**config.mk**
```make
export PLATFORM = sky130hd
export DESIGN_NAME = tca_core
export DESIGN_NICKNAME = d
export VERILOG_FILES = /design/src/core/tca_pkg.sv /design/src/core/tca_core.sv
export VERILOG_INCLUDE_DIRS = /design/src /design/src/core
export SDC_FILE = /design/constraint.sdc
export NUM_CORES = 1
export LEC_CHECK = 0
export BUFFER_PORTS_ARGS = -buffer_cell sky130_fd_sc_hd__buf_2
export CORE_AREA = 4 4 113 83
export DETAILED_ROUTE_END_ITERATION = 6
export DIE_AREA = 0 0 117 87
export PLACE_DENSITY = 0.77
export SYNTH_ARGS = -nofsm -noshare
export SYNTH_HDL_FRONTEND = slang
export SYNTH_SLANG_ARGS = --single-unit
```
**constraint.sdc**
```tcl
create_clock -name ref_clk -period 2.7 [get_ports ref_clk]
set_input_delay 0.135 -clock ref_clk [delete_from_list [all_inputs] [get_ports ref_clk]]
set_output_delay 0.135 -clock ref_clk [all_outputs]
set_load 0.02 [all_outputs]
```
**src/core/tca_regs.svh**
```systemverilog
// register offsets, field positions, reset values and timing counts of the timer core
// assumes byte-wide registers on a plain port with a 3-bit address
`ifndef TCA_REGS_SVH
`define TCA_REGS_SVH

// ----------------------------------------
// offsets
// ----------------------------------------
`define TCA_OFS_STATUS_CONTROL 3'h0
`define TCA_OFS_COUNT_HIGH 3'h1
`define TCA_OFS_COUNT_LOW 3'h2
`define TCA_OFS_PERIOD_HIGH 3'h3
`define TCA_OFS_PERIOD_LOW 3'h4

// ----------------------------------------
// status_control fields
// ----------------------------------------
`define TCA_BIT_OVF 7
`define TCA_BIT_IRQ_EN 6
`define TCA_BIT_HALT 5
`define TCA_BIT_CLEAR 4
`define TCA_DIV_MSB 2
`define TCA_DIV_LSB 0
`define TCA_DIV_EXT 3'h7

// ----------------------------------------
// reset values
// ----------------------------------------
`define TCA_RST_COUNT 16'h0000
`define TCA_RST_PERIOD 16'hffff
`define TCA_RST_DIV 3'h0
`define TCA_RST_HALT 1'b1

// ----------------------------------------
// timing
// ----------------------------------------
`define TCA_CLK_MHZ 50
`define TCA_EXT_MAX_MHZ 4
// shortest external edge spacing, in reference cycles
`define TCA_EXT_MIN_CYC (`TCA_CLK_MHZ / `TCA_EXT_MAX_MHZ)
`define TCA_PRE_W 6
`define TCA_BUF_CH_MASK 6'h15

`endif

```
**src/core/tca_pkg.sv**
```systemverilog
// types shared by the timer core
// assumes tca_regs.svh sits beside it
package tca_pkg;

	typedef struct packed {
		logic [2:0] addr;
		logic [7:0] wdata;
		logic wr;
		logic rd;
	} tca_bus_t;

	typedef struct packed {
		logic [5:0] capture_mode;
		logic [5:0] buffered_req;
	} tca_chan_cfg_t;

	typedef enum logic [1:0] {
		TCA_CLR_IDLE = 2'b01,
		TCA_CLR_ARMED = 2'b10
	} tca_clr_state_t;

endpackage

```
**src/core/tca_core.sv**
```systemverilog
// timer core: 16-bit counter, period, overflow flag, prescaler and external clock
// assumes one 50 MHz clock, break signals from the system unit on the same clock
// Notes on behaviour
// - debug break halts counter, blocks captures
// - break clear allowed: cleared flags stay cleared
// - break without permission: flags untouched by accesses
// - divider code 111 selects external clock pin
// - pin forced input while used as clock
// - channels 0,2,4 alone support buffered output
// - flag set at period match, reset clears
// - clear flag by read-then-write-zero only
// - interrupt request when flag set and enabled
// - halt bit holds counter, reset sets it
// - halted counter suppresses channel captures
// - clear bit zeroes counter and prescaler
// - halt plus clear leaves counter stopped at zero
// - divider codes select bus clock divide 1..64
// - high byte read latches low byte
// - counter bytes read-only, zero after clear
// - counter restarts at zero after period match
// - period high write blocks flag until low
//
// The register addresses and the address-and-strobe port were left to the implementer.
`timescale 1ns/100ps
`include "tca_regs.svh"

module tca_core (
	input wire logic ref_clk,
	input wire logic srst,
	input tca_pkg::tca_bus_t bus_i,
	output logic [7:0] rdata_q,
	input wire logic break_active,
	input wire logic break_flag_clear_allow,
	input wire logic external_count_clock_pin,
	input wire logic pin_direction_bit,
	input tca_pkg::tca_chan_cfg_t chan_cfg_i,
	output logic pin_oe_q,
	output logic irq_q,
	output logic ovf_pulse_q,
	output logic [15:0] count_q,
	output logic [5:0] capture_allow_q,
	output logic [5:0] buffered_ok_q
);
	import tca_pkg::*;

	// ----------------------------------------
	// registers and wires
	// ----------------------------------------
	logic ovf_q;
	logic irq_en_q;
	logic halt_q;
	logic [2:0] div_q;
	logic [15:0] cnt_q;
	logic [15:0] period_q;
	logic blk_q;
	logic [7:0] latch_q;
	logic latched_q;
	logic [`TCA_PRE_W-1:0] pre_q;
	logic ext_s1_q;
	logic ext_s2_q;
	logic ext_s3_q;
	tca_clr_state_t clr_q;
	logic wr_stat;
	logic rd_stat;
	logic clear_req;
	logic run;
	logic tick;
	logic ext_sel;
	logic ext_rise;
	logic [`TCA_PRE_W-1:0] pre_mask;
	logic [15:0] cnt_nxt;
	logic ovf_evt;
	logic flag_lock;
	logic ovf_clr;
	logic ovf_d;

	// ----------------------------------------
	// decode
	// ----------------------------------------
	assign wr_stat = bus_i.wr && bus_i.addr == `TCA_OFS_STATUS_CONTROL;
	assign rd_stat = bus_i.rd && bus_i.addr == `TCA_OFS_STATUS_CONTROL;
	// clear is write-only, acts in the write cycle
	assign clear_req = wr_stat && bus_i.wdata[`TCA_BIT_CLEAR];
	// break without permission freezes all flag traffic
	assign flag_lock = break_active && !break_flag_clear_allow;
	assign run = !halt_q && !break_active;
	assign ext_sel = div_q == `TCA_DIV_EXT;

	// ----------------------------------------
	// external clock pin
	// ----------------------------------------
	// edges faster than half our clock would be missed
	// by this sampler, hence the 4 MHz limit on the source
	always_ff @(posedge ref_clk) begin
		if (srst) begin
			ext_s1_q <= 1'b0;
			ext_s2_q <= 1'b0;
			ext_s3_q <= 1'b0;
		end else begin
			ext_s1_q <= external_count_clock_pin;
			ext_s2_q <= ext_s1_q;
			ext_s3_q <= ext_s2_q;
		end
	end

	assign ext_rise = ext_s2_q && !ext_s3_q;

	always_ff @(posedge ref_clk) begin
		if (srst) begin
			pin_oe_q <= 1'b0;
		end else begin
			pin_oe_q <= pin_direction_bit && !ext_sel;
		end
	end

	// ----------------------------------------
	// prescaler
	// ----------------------------------------
	always_comb begin
		case (div_q)
			3'h0: pre_mask = 6'h00;
			3'h1: pre_mask = 6'h01;
			3'h2: pre_mask = 6'h03;
			3'h3: pre_mask = 6'h07;
			3'h4: pre_mask = 6'h0f;
			3'h5: pre_mask = 6'h1f;
			3'h6: pre_mask = 6'h3f;
			default: pre_mask = 6'h00;
		endcase
	end

	always_ff @(posedge ref_clk) begin
		if (srst || clear_req) begin
			pre_q <= '0;
		end else if (run) begin
			pre_q <= pre_q + 6'h01;
		end
	end

	assign tick = run && (ext_sel ? ext_rise : (pre_q & pre_mask) == pre_mask);

	// ----------------------------------------
	// counter
	// ----------------------------------------
	assign cnt_nxt = (cnt_q == period_q) ? 16'h0000 : cnt_q + 16'h0001;
	assign ovf_evt = tick && cnt_nxt == period_q && !blk_q;

	always_ff @(posedge ref_clk) begin
		if (srst) begin
			cnt_q <= `TCA_RST_COUNT;
		end else if (clear_req) begin
			cnt_q <= 16'h0000;
		end else if (tick) begin
			cnt_q <= cnt_nxt;
		end
	end

	always_ff @(posedge ref_clk) begin
		if (srst) begin
			count_q <= `TCA_RST_COUNT;
			ovf_pulse_q <= 1'b0;
		end else begin
			count_q <= clear_req ? 16'h0000 : (tick ? cnt_nxt : cnt_q);
			ovf_pulse_q <= ovf_evt;
		end
	end

	// ----------------------------------------
	// control fields
	// ----------------------------------------
	always_ff @(posedge ref_clk) begin
		if (srst) begin
			irq_en_q <= 1'b0;
			halt_q <= `TCA_RST_HALT;
			div_q <= `TCA_RST_DIV;
		end else if (wr_stat) begin
			irq_en_q <= bus_i.wdata[`TCA_BIT_IRQ_EN];
			halt_q <= bus_i.wdata[`TCA_BIT_HALT];
			div_q <= bus_i.wdata[`TCA_DIV_MSB:`TCA_DIV_LSB];
		end
	end

	// ----------------------------------------
	// period
	// ----------------------------------------
	always_ff @(posedge ref_clk) begin
		if (srst) begin
			period_q <= `TCA_RST_PERIOD;
			blk_q <= 1'b0;
		end else if (bus_i.wr && bus_i.addr == `TCA_OFS_PERIOD_HIGH) begin
			period_q[15:8] <= bus_i.wdata;
			blk_q <= 1'b1;
		end else if (bus_i.wr && bus_i.addr == `TCA_OFS_PERIOD_LOW) begin
			period_q[7:0] <= bus_i.wdata;
			blk_q <= 1'b0;
		end
	end

	// ----------------------------------------
	// overflow flag
	// ----------------------------------------
	// arming survives a locked break, so the second step
	// after the break still completes the clear
	always_ff @(posedge ref_clk) begin
		if (srst) begin
			clr_q <= TCA_CLR_IDLE;
		end else begin
			case (clr_q)
				TCA_CLR_IDLE: begin
					if (rd_stat && ovf_q && !flag_lock && !ovf_evt) begin
						clr_q <= TCA_CLR_ARMED;
					end
				end
				TCA_CLR_ARMED: begin
					if (ovf_evt) begin
						clr_q <= TCA_CLR_IDLE;
					end else if (wr_stat && !flag_lock) begin
						clr_q <= TCA_CLR_IDLE;
					end
				end
				default: clr_q <= TCA_CLR_IDLE;
			endcase
		end
	end

	assign ovf_clr = clr_q == TCA_CLR_ARMED && wr_stat && !flag_lock
		&& !bus_i.wdata[`TCA_BIT_OVF];
	// a new overflow beats a clear in the same cycle
	assign ovf_d = ovf_evt || (ovf_q && !ovf_clr);

	always_ff @(posedge ref_clk) begin
		if (srst) begin
			ovf_q <= 1'b0;
		end else begin
			ovf_q <= ovf_d;
		end
	end

	always_ff @(posedge ref_clk) begin
		if (srst) begin
			irq_q <= 1'b0;
		end else begin
			irq_q <= ovf_q && irq_en_q;
		end
	end

	// ----------------------------------------
	// channel gating
	// ----------------------------------------
	always_ff @(posedge ref_clk) begin
		if (srst) begin
			capture_allow_q <= 6'h00;
			buffered_ok_q <= 6'h00;
		end else begin
			capture_allow_q <= chan_cfg_i.capture_mode & {6{run}};
			buffered_ok_q <= chan_cfg_i.buffered_req & `TCA_BUF_CH_MASK;
		end
	end

	// ----------------------------------------
	// counter readback latch
	// ----------------------------------------
	// a latch left set in break keeps the old low byte
	always_ff @(posedge ref_clk) begin
		if (srst || clear_req) begin
			latch_q <= 8'h00;
			latched_q <= 1'b0;
		end else if (bus_i.rd && bus_i.addr == `TCA_OFS_COUNT_HIGH && !latched_q) begin
			latch_q <= cnt_q[7:0];
			latched_q <= 1'b1;
		end else if (bus_i.rd && bus_i.addr == `TCA_OFS_COUNT_LOW) begin
			latched_q <= 1'b0;
		end
	end

	// ----------------------------------------
	// read port
	// ----------------------------------------
	always_ff @(posedge ref_clk) begin
		if (srst) begin
			rdata_q <= 8'h00;
		end else if (bus_i.rd) begin
			case (bus_i.addr)
				`TCA_OFS_STATUS_CONTROL:
					rdata_q <= {ovf_q, irq_en_q, halt_q, 2'b00, div_q};
				`TCA_OFS_COUNT_HIGH: rdata_q <= cnt_q[15:8];
				`TCA_OFS_COUNT_LOW: rdata_q <= latched_q ? latch_q : cnt_q[7:0];
				`TCA_OFS_PERIOD_HIGH: rdata_q <= period_q[15:8];
				`TCA_OFS_PERIOD_LOW: rdata_q <= period_q[7:0];
				default: rdata_q <= 8'h00;
			endcase
		end else begin
			rdata_q <= 8'h00;
		end
	end
endmodule

```
Yosys cells after proc, flatten, opt, wreduce, memory -nomap -nowiden
Cells that the tools add are included.
Storage, ports and cells
  word-level logic and storage cells: 103
  register bits after elaboration: 82
  input bits: 31
Cells by class
  muxes and demuxes: 13
  bitwise gates (word level): 4
  $add $sub $neg: 2
  equal/unequal tests: 18
  reduce and logical (&&, ||, !) cells: 44
Operator list (number)
  case mux 8 bit (5 select lines): 1
  case mux 6 bit (6 select lines): 1
  equality test 16 bit: 2
  logical AND 1 bit: 24
  adder 16 x 1 -> 16 bit (second input constant): 1
  two-way mux 16 bit: 1
  equality test 3 bit (second input constant): 5
  bitwise AND 6 bit: 2
  equality test 3 x 2 -> 1 bit (second input constant): 4
  zero test 1 bit: 11
  two-way mux 8 bit: 1
  adder 6 x 1 -> 6 bit (second input constant): 1
  equality test 3 x 1 -> 1 bit (second input constant): 2
  equality test 6 bit: 1
  two-way mux 2 bit: 3
  two-way mux 1 bit: 5
  case mux 2 bit (2 select lines): 1
  AND reduction 2 bit: 2
  nonzero test 2 bit: 2
  OR reduction 2 bit: 2
  zero test 3 bit: 1
  inequality test 3 bit (second input constant): 1
  equality test 2 x 1 -> 1 bit (second input constant): 1
  equality test 2 bit (second input constant): 1
  3 further kinds: 5

Depth between registers and ports, before layout
Gate-level depths: netlist of run 1.
  depth in word-level cells: 12
  mapped depth: 10

Worst setup path before layout of run 1
OpenSTA, ideal clock, no wires.
  path kind: reg2reg
  start point: register count_q[1] (netlist name)
  end point: register clr_q[1]
  path slack: -0.247 ns
  data required time: 2.585 ns
  data arrival time: 2.832 ns
  stages on the path, launching flop included: 11
  library setup time: 0.115 ns
  cell sequence: dfxtp_1 ha_1 and3_1 buf_2 nand3_1 o21ai_0 nand2_1 or4_1 a32o_1 or4_4 and2_1
RTL lines
  end signal: assignment: RTL line tca_core.sv:206  | clr_q <= TCA_CLR_IDLE;
  end signal: assignment: RTL line tca_core.sv:211  | clr_q <= TCA_CLR_ARMED;
  end signal: assignment: RTL line tca_core.sv:216  | clr_q <= TCA_CLR_IDLE;
  end: declaration: RTL line tca_core.sv:62  | tca_clr_state_t clr_q;

Final worst setup path of run 1
  start point: register period_q[15]
  end point: register clr_q[1]
On the way
  word-level cells in the longest chain between the ends: 9
Ends and longest elaborated chain
  start: declaration: RTL line tca_core.sv:54  | logic [15:0] period_q;
  start signal: assignment: RTL line tca_core.sv:188  | period_q <= `TCA_RST_PERIOD;
  start signal: assignment: RTL line tca_core.sv:191  | period_q[15:8] <= bus_i.wdata;
  equality test 16 bit: RTL line tca_core.sv:145  | assign cnt_nxt = (cnt_q == period_q) ? 16'h0000 : cnt_q + 16'h0001;
  two-way mux 16 bit: RTL line tca_core.sv:145
  equality test 16 bit (*): RTL line tca_core.sv:146  | assign ovf_evt = tick && cnt_nxt == period_q && !blk_q;
  logical AND 1 bit (*) (2 in series): RTL line tca_core.sv:146
  zero test 1 bit: RTL line tca_core.sv:210  | if (rd_stat && ovf_q && !flag_lock && !ovf_evt) begin
  logical AND 1 bit: RTL line tca_core.sv:210
  inequality test 2 bit (no source line)
  AND reduction 2 bit (no source line)
  end signal: assignment: RTL line tca_core.sv:211
  end signal: assignment: RTL line tca_core.sv:216
  end signal: assignment: RTL line tca_core.sv:218  | clr_q <= TCA_CLR_IDLE;
Mark *: on every way between the ends. The rest lies on a longest branch, timed or not.
A chain may end at the register's enable or synchronous reset.

==> flow_summary.toml, run 1 <==
[floorplanning]
io_pins = 70
rows = 28
dieArea_um2 = 10180
chipWidth_um = 117
die_h_um = 87
initial_core_util_pct = 49.62
coreArea_um2 = 8268

[layout]
antenna_cells = 0
drive_gt1_share_pct = 30.11
area_growth_pct = 31.96
design_area_um2 = 5414
fin_nets = 659
fin_util_pct = 65.48

[synthesis]
synth.top_cells.by_area = "dfxtp_1 39%, nand2_1 6.1%, nor2_1 5.9%"
ys_types = 57
synth_top_area_share_pct = 38.55
synth-seq-cells = 79
yosysTopAreaCell = "dfxtp_1"
netlist_instances = 514
yosys-top-cells-count = "79 x dfxtp_1, 67 x nand2_1, 64 x nor2_1, 41 x a21oi_1, 26 x nand3_1"
ys_warn_count = 0
synth.avg_cell_area_um2 = 7.982
synth_ff_type = "dfxtp_1"
synth-edff-count = 0
netlist_area_um2 = 4103
yosys.cell_count.top_type = "dfxtp_1"
async_flop_share_pct = 0
ys_seq_area_share_pct = 38.55

[routing]
first_pass_iters = 5
via_per_inst = 5.821
drtIter0Drc = 625
via_count = 4284
wire_per_inst_um = 18.15
ant_nets = 0
wirelength_um = 13360
drcViolationCount = 0

[place]
gp_congestion = 1.017
hpwl_um = 9959
placed_area_um2 = 4860
numPortBuffers = 63

[cts]
path_clk_slew_ns = 0.06
cts_root_buffer = "clkbuf_16"
clk_latency_ns = 0.34
numClockSinks = 79
cts_inserted_buffers = 9
cts_tree = "yes"
cts-htree-levels = 3
clockBufferDepth = 2

[critical_path]
arrival_ns = 2.93
critPathKind = "reg -> reg"
required_ns = 2.94
crit_path_max_fanout = 11
cp-start-kind = "flip-flop"
end_kind = "flip-flop"

[sta]
drv_slew = 0
finalSetupViolations = 0
fin_crit_ns = 2.682
fmax_mhz = 372.8
finalSetupTns_ns = 0
clock_skew_ns = 0.006411
worstMarginPinSlew_ns = 0.8792
max_slew_margin_pct = 41.26
timing.final.crit_share_pct = 99.34
hold_viol_final = 0

[global_routing]
grt_use_total_pct = 27.17
grt_overflow = 0
grt_first_pass_wirelength_um = 21150
antenna_found_initial = 0
grt_max_degree = 26
first_global_vias = 4085

[pwr]
power_density_nw_per_um2 = 470.3
leakage_nw = 2.311
max-vdd-ir-drop_mv = 0.3195

[run_status]
status = "finished, final reports clean"

[min_path]
hp-class = "in -> reg"

[job]
max_cap_violations = 0
[cells by family after synthesis]
logic type      share of synthesized area (%)
compound gates                          14.61
other cells                           0.09140
simple gates                            29.95
xor+xnor                                7.655
mux                                     4.056
flops                                   38.55
fa+ha+maj                              0.6098
buf+inv                                 4.483
[where the power goes]
group	leakage [nW]	total, mW	switching, mW	internal (mW)
Sequential	0.650	1.19	0.0142	1.18
Combinational	1.53	0.209	0.123	0.0861
Clock	0.132	1.14	0.497	0.646
[path summary, 6_finish.rpt]
check                    start            to  slack [ns]  cells after the start
setup / recovery  period_q[15]      clr_q[1]        0.02                      9
hold reg to reg       ext_s1_q      ext_s2_q        0.44                      1
hold / removal        bus_i[5]  period_q[11]        0.02                      3
setup reg to reg  period_q[15]      clr_q[1]        0.02                      9
[layout make-up]
type / count / area [um2]
multi-input cells: 395 / 2461
fillers: 681 / 2854
repair buffers: 135 / 905.9
flip-flops and latches: 79 / 1617
inverters: 6 / 22.52
clock buffers: 11 / 242.7
clock inverters: 5 / 33.78
well taps: 105 / 131.4
[critical path, stage by stage, from the launching register on]
cell and delay (ns):
dfxtp_2 0.34, xnor2_2 0.19, nand4_1 0.18, nor4_4 0.35, nand2_2 0.12, buf_6 0.16, a211o_1 0.26, a32o_1 0.26
or4_4 0.57, and2_4 0.16
[state kept, by name, indices dropped and copies added (netlist names), 2 cells and up]
register / cells
buffered_ok_q: 3
div_q: 3
latch_q: 8
period_q: 16
rdata_q: 8
capture_allow_q: 6
pre_q: 6
clr_q: 2
count_q: 16
[stage by stage]
step | hold slack (ns) | cells | setup WS, ns | total power [mW]
6_report | 0.02215 | 736 | 0.01780 | 2.546
5_1_grt | 0.03265 | 736 | -0.02071 | 2.636
4_1_cts | 0.008968 | 732 | 0.005033 | 2.553
3_5_place_dp | 0.3395 | 707 | 0.005025 | 1.412
3_3_place_gp | 0.3347 | 707 | 0.06712 | 1.407
2_1_floorplan | 0.2066 | 516 | 0.004561 | 1.330
[what timing repair did]
action / CTS / global route
gates cloned: 0 / 0
buffers inserted: 0 / 4
gates resized for setup: 2 / 43
pin swaps: 0 / 10
hold buffers: 9 / 0
endpoints found under the hold margin: 9 / 0
setup endpoints to repair: 1 / 4
[cells in the final DEF (no fill, tap or decap), drive strengths merged, types with 9 or more instances in the layout]
master       count
dfxtp           79
nand2           67
clkbuf          11
nand3           27
nand4           11
xor2            11
dlygate4sd3      9
nor2            64
and2            14
a21oi           42
mux2i           11
nand3b           9
xnor2           24
o21ai           24
buf            126
nor3            10
[routing by layer]
metal | share of wire, % | vias up | global-route usage, %
li1 | - | 2012 | -
met1 | 43 | 2005 | 38.41
met2 | 43 | 237 | 38.93
met3 | 12 | 28 | 8.958
met4 | 1.7 | 2 | 7.917
met5 | 0.40 | - | 4.615
Note: power is estimated with default switching activity, not from simulation.
==> inputs of run 2 (changes only) <==
--- a/config.mk
+++ b/config.mk
@@ -7,10 +7,10 @@
 export NUM_CORES = 1
 export LEC_CHECK = 0
 export BUFFER_PORTS_ARGS = -buffer_cell sky130_fd_sc_hd__buf_2
-export CORE_AREA = 4 4 113 83
+export CORE_AREA = 4 4 96 98
 export DETAILED_ROUTE_END_ITERATION = 6
-export DIE_AREA = 0 0 117 87
-export PLACE_DENSITY = 0.77
+export DIE_AREA = 0 0 100 102
+export PLACE_DENSITY = 0.76
 export SYNTH_ARGS = -nofsm -noshare
 export SYNTH_HDL_FRONTEND = slang
 export SYNTH_SLANG_ARGS = --single-unit
==> flow_summary.toml, run 2 (same netlist as run 1, synthesis figures left out) <==
[run_status]
status = "finished, final reports clean"

[critical_path]
required_ns = 2.96
crit_slowest_cell = "or4_1"
path_cells = "ha_2, and3_4, nand3_1, o21ai_2, nand2_1, or4_1, a32o_1, or4_4, and2_1"
worstReg2RegStart = "count_q[0]"
end_kind = "flip-flop"
cp-start-kind = "flip-flop"
r2r_slack_ns = 0.06
rr_endpoint = "clr_q[1]"
critPathKind = "reg -> reg"
rr_worst_depth = 9
crit_path_max_fanout = 4
slowest_delay_ns = 0.48
arrival_ns = 2.89

[sta]
finalSetupViolations = 0
finalSetupTns_ns = 0
fmax_mhz = 379.5
clock_skew_ns = 0.01504
worstMarginPinSlew_ns = 0.9677
max_slew_margin_pct = 35.35
drv_slew = 0
timing.final.crit_share_pct = 97.59
final.setup.worst_slack_ns = 0.06498
hold_viol_final = 0
fin_crit_ns = 2.635

[layout]
fin_nets = 661
final_cells = 741
final_cell_mix = "67 x nand2_1, 64 x dfxtp_1, 63 x nor2_1, 63 x buf_2, 63 x buf_4"
design_area_um2 = 5308
final_common_cell = "nand2_1"
reg.largest.list = "count_q x16, period_q x16"
drive_gt1_share_pct = 29.07
area_growth_pct = 29.37
antenna_cells = 0
fin_util_pct = 62.70

[pwr]
switching_share_pct = 26.64
max-vdd-ir-drop_mv = 0.3585
seq_power_share_pct = 51.3
power_density_nw_per_um2 = 439.4
leakage_nw = 2.260
switchingPower_mw = 0.6213
pwr-share-clk_pct = 40.3
comb_power_share_pct = 8.3
internal-power_mw = 1.711

[min_path]
hp-class = "in -> reg"
min_from = "bus_i[7]"
holdPathEnd = "period_q[13]"
hold_depth = 3

[floorplanning]
coreArea_um2 = 8466
chipWidth_um = 100
rows = 34
initial_core_util_pct = 48.46
io_pins = 70
dieArea_um2 = 10200
die_h_um = 102

[global_routing]
grt_max_degree = 32
grt_overflow = 0
antenna_found_initial = 0
first_global_vias = 4004
grt_first_pass_wirelength_um = 20170
grt_use_total_pct = 25.46

[cts]
cts_root_buffer = "clkbuf_8"
numClockSinks = 79
clockBufferDepth = 2
cts_tree = "yes"
path_clk_slew_ns = 0.10
cts-htree-levels = 3
clk_latency_ns = 0.36
cts_inserted_buffers = 9

[routing]
drtIter0Drc = 247
first_pass_iters = 5
wire_per_inst_um = 17.29
drcViolationCount = 0
wirelength_um = 12810
ant_nets = 0
via_count = 4177
via_per_inst = 5.637

[place]
numPortBuffers = 63
gp_congestion = 0.9929
placed_area_um2 = 4866
hpwl_um = 9523
placed_cells_incl_taps = 712
dp_slack_ns = -0.02289

[job]
max_cap_violations = 0
## run 2: changes by cell type in the layout (fill, tap and decap cells not counted), sizes merged
cell         delta
bufinv          +1
dlygate4sd3     +2
inv             +4
clkbuf          -2
clkinvlp        -1
clkinv          -2
## run 2: through the flow
step | power, mW | hold slack, ns
2_1_floorplan | 1.330 | 0.2066
3_3_place_gp | 1.399 | 0.3341
3_5_place_dp | 1.403 | 0.3424
4_1_cts | 2.347 | 0.004556
5_1_grt | 2.416 | 0.02651
6_report | 2.332 | 0.02023
## run 2: how the worst max path moves through the flow
stage          slack (ns)  depth (start not counted)       end         from
5_1_grt             -0.05                          9  clr_q[1]   count_q[2]
3_5_place_dp        -0.02                          9  clr_q[1]   count_q[0]
3_3_place_gp       -0.003                          9  clr_q[1]   count_q[0]
6_report             0.06                          9  clr_q[1]   count_q[0]
4_1_cts              0.02                          9  clr_q[1]   count_q[2]
2_1_floorplan       0.005                          9  clr_q[1]  count_q[13]
## run 2: repair_timing
action                                 CTS  global route
endpoints found under the hold margin   11             0
resized for setup                        3            27
buffers inserted                         0             2
setup endpoints to repair                1             4
hold buffers                            11             0
pin swaps                                0             6
## run 2: power by group through the flow
stage	registers [mW]	logic [mW]	clock network, mW
floorplan	1.23	0.0964	0
global placement	1.23	0.174	0
detailed placement	1.23	0.177	0
CTS	1.20	0.191	0.958
global route	1.20	0.212	1.00
finish	1.20	0.195	0.940
## run 2: routing by layer
metal / share of wire, % / global-route usage, % / routed length, um
met2: 48 / 43.41 / 6162
met4: 4.6 / 13.26 / 586
met3: 6.4 / 4.505 / 822
met1: 41 / 30.83 / 5239
met5: 0 / 0 / 0
## run 2: critical path, delay by kind of cell, from the launching register on
| kind | cells | cell delay (ns) |
|---|---|---|
| simple gates | 6 | 1.49 |
| flops | 1 | 0.39 |
| compound gates | 2 | 0.44 |
| fa+ha+maj | 1 | 0.21 |
## run 2: cell type report
cell class	count	area [um2]
fillers	717	3158
clock inverters	7	86.33
multi-input cells	395	2431
well taps	108	135.1
flip-flops and latches	79	1610
repair buffers	137	898.4
inverters	6	22.52
clock buffers	9	123.9
==> inputs of run 3 (changes only) <==
--- a/config.mk
+++ b/config.mk
@@ -6,11 +6,13 @@
 export SDC_FILE = /design/constraint.sdc
 export NUM_CORES = 1
 export LEC_CHECK = 0
+export ABC_AREA = 1
 export BUFFER_PORTS_ARGS = -buffer_cell sky130_fd_sc_hd__buf_2
-export CORE_AREA = 4 4 96 98
+export CORE_AREA = 4 4 94 96
 export DETAILED_ROUTE_END_ITERATION = 6
-export DIE_AREA = 0 0 100 102
-export PLACE_DENSITY = 0.76
+export DIE_AREA = 0 0 98 100
+export PLACE_DENSITY = 0.77
+export SKIP_CTS_REPAIR_TIMING = 1
 export SYNTH_ARGS = -nofsm -noshare
 export SYNTH_HDL_FRONTEND = slang
 export SYNTH_SLANG_ARGS = --single-unit
==> flow_summary.toml, run 3 <==
[min_path]
hp-class = "in -> reg"
hold_depth = 3
min_from = "chan_cfg_i[0]"

[routing]
wirelength_um = 11420
wire_per_inst_um = 14.46
first_pass_iters = 5
via_count = 4137
via_per_inst = 5.237
drcViolationCount = 0
ant_nets = 0
drtIter0Drc = 445

[synthesis]
muxShareOfSynthArea_pct = 0
synth.avg_cell_area_um2 = 6.548
ys_types = 35
synth.top_cells.by_area = "dfxtp_1 39%, nand2_1 16%, nor2_1 8.1%"
synth-simple-area-share_pct = 30.91
yosysTopAreaCell = "dfxtp_1"
synth_top_area_share_pct = 39.46
synth_fa_ha_area_share_pct = 0.6244
ys_warn_count = 0
async_flop_share_pct = 0
netlist_area_um2 = 4008
yosys-top-cells-count = "175 x nand2_1, 86 x nor2_1, 79 x dfxtp_1, 66 x inv_1, 49 x a21oi_1"
synth-edff-count = 0
synth-seq-cells = 79
synth_compound_area_share_pct = 16.11
yosys.area_share.xor_xnor_pct = 2.623
synth_top_family_by_area = "simple AND/OR/NAND/NOR gates"
yosys.cell_count.top_type = "nand2_1"
netlist_instances = 612
ys_seq_area_share_pct = 39.46
synth_ff_type = "dfxtp_1"

[critical_path]
cp_num_cells = 19
rr_endpoint = "clr_q[1]"
crit_path_max_fanout = 21
worstReg2RegStart = "count_q[10]"
end_kind = "flip-flop"
cp-start-kind = "flip-flop"
slowest_delay_ns = 0.36
crit_slowest_cell = "dfxtp_2"
rr_worst_depth = 19
crit_start = "count_q[10]"
worst-path-buf-inv = 3
cp-endpoint = "clr_q[1]"
cp_common_cell = "nand2_1"
critPathTopFamily = "simple AND/OR/NAND/NOR gates"
r2r_slack_ns = 0.25
required_ns = 2.97
arrival_ns = 2.72
critPathKind = "reg -> reg"
path_cells = "inv_1, nand2_1, nand2_1, nor2_1, nand2_1, nor2_1, nand2_1, buf_6, nand2_1, nand2_1, nand2_1, inv_1, nand3_1, nor2_1, nand3_2, nand2_1, nand2_1, nand2_1, nor2_1"

[layout]
reg.largest.list = "count_q x16, period_q x16"
fin_util_pct = 58.29
final_cells = 790
drive_gt1_share_pct = 16.20
fin_nets = 713
final_cell_mix = "175 x nand2_1, 86 x nor2_1, 73 x dfxtp_1"
antenna_cells = 0
area_growth_pct = 17.11
final_common_cell = "nand2_1"

[sta]
finalSetupTns_ns = 0
finalSetupViolations = 0
drv_slew = 0
worstMarginPinSlew_ns = 0.7861
holdWs_ns = -0.03762
hold_viol_final = 3
timing.final.crit_share_pct = 90.59
fmax_mhz = 408.8
max_slew_margin_pct = 47.54
rsz0062_at_grt = "false"
clock_skew_ns = 0.008940
fin_crit_ns = 2.446

[pwr]
seq_power_share_pct = 50.6
internal-power_mw = 1.725
power_density_nw_per_um2 = 514.1
switchingPower_mw = 0.6882
max-vdd-ir-drop_mv = 0.3081
comb_power_share_pct = 9.8
switching_share_pct = 28.52
pwr-share-clk_pct = 39.6
leakage_nw = 2.203

[cts]
numClockSinks = 79
clk_latency_ns = 0.37
cts_root_buffer = "clkbuf_8"
cts-htree-levels = 3
cts_inserted_buffers = 9
clockBufferDepth = 2
path_clk_slew_ns = 0.09
cts_tree = "yes"

[floorplanning]
initial_core_util_pct = 49.77
rows = 33
die_h_um = 100
io_pins = 70
chipWidth_um = 98
dieArea_um2 = 9800
coreArea_um2 = 8051

[run_status]
status = "finished with violations"
violations = "hold timing"

[place]
gp_congestion = 0.9427
placed_cells_incl_taps = 766
hpwl_um = 8585
numPortBuffers = 63

[global_routing]
first_global_vias = 3784
antenna_found_initial = 0
grt_first_pass_wirelength_um = 18060
grt_max_degree = 31
grt_use_total_pct = 23.10
grt_overflow = 0

[job]
max_cap_violations = 0
## run 3: cell count changes after synthesis, sizes merged, moves of 9 or more
cell | previous run | this run
and2 | 14 | 0
inv | 6 | 75
mux2i | 11 | 0
nand2 | 67 | 175
nor2 | 64 | 87
o21ai | 24 | 38
o22ai | 0 | 9
xnor2 | 24 | 1
## run 3: worst min path at each step
| stage | slack (ns) | endpoint |
|---|---|---|
| 2_1_floorplan | 0.24 | buffered_ok_q[0] |
| 3_3_place_gp | 0.33 | ext_s1_q |
| 3_5_place_dp | 0.34 | ext_s1_q |
| 4_1_cts | -0.05 | ext_s1_q |
| 5_1_grt | 0.004 | capture_allow_q[4] |
| 6_report | -0.04 | buffered_ok_q[0] |
## run 3: kinds of logic (layout without fill, tap and decap cells)
family,after synthesis,in the layout
and+or+nand+nor,304,304
AOI/OAI and AO/OA,115,115
other,1,3
xor gates and xnor gates,12,12
DFF,79,79
adders and majority gates,2,2
buffers and inverters,99,170
## run 3: tightest hold or removal path: cells and delay by family
kind                   cells  cell delay, ns
AND/OR/NAND/NOR            1            0.03
buffers and inverters      2            0.14
## run 3: cell type report
| class | instances | area [um2] |
|---|---|---|
| Clock buffer | 9 | 123.9 |
| Timing Repair Buffer | 78 | 451.7 |
| Fill cell | 803 | 3358 |
| Multi-Input combinational cell | 436 | 2026 |
| Inverter | 76 | 285.3 |
| Clock inverter | 7 | 86.33 |
| Tap cell | 105 | 131.4 |
| Sequential cell | 79 | 1589 |
## run 3: per-layer routing
layer,global-route usage (%),routed length (um),up-vias
met2,38.59,5614,141
met3,4.795,755,16
met4,7.881,164,0
li1,-,-,2085
met1,29.81,4888,1895
met5,0,0,-
## run 3: through the flow
| stage | setup slack (ns) | power, mW | cell area [um2] | hold slack [ns] |
|---|---|---|---|---|
| after CTS | 0.1953 | 2.406 | 4602 | -0.05295 |
| after detailed placement | 0.2199 | 1.471 | 4392 | 0.3429 |
| final | 0.2540 | 2.413 | 4693 | -0.03762 |
| after global placement | 0.2828 | 1.465 | 4392 | 0.3338 |
| after global routing | 0.003212 | 2.499 | 4693 | 0.004129 |
| after floorplan | 0.5668 | 1.392 | 4015 | 0.2420 |
## run 3: power groups by stage
stage               combinational [mW]  sequential, mW  clock [mW]
floorplan                        0.136            1.26           0
global placement                 0.219            1.25           0
detailed placement               0.224            1.25           0
CTS                              0.225            1.22       0.961
global route                     0.265            1.23        1.01
finish                           0.237            1.22       0.955
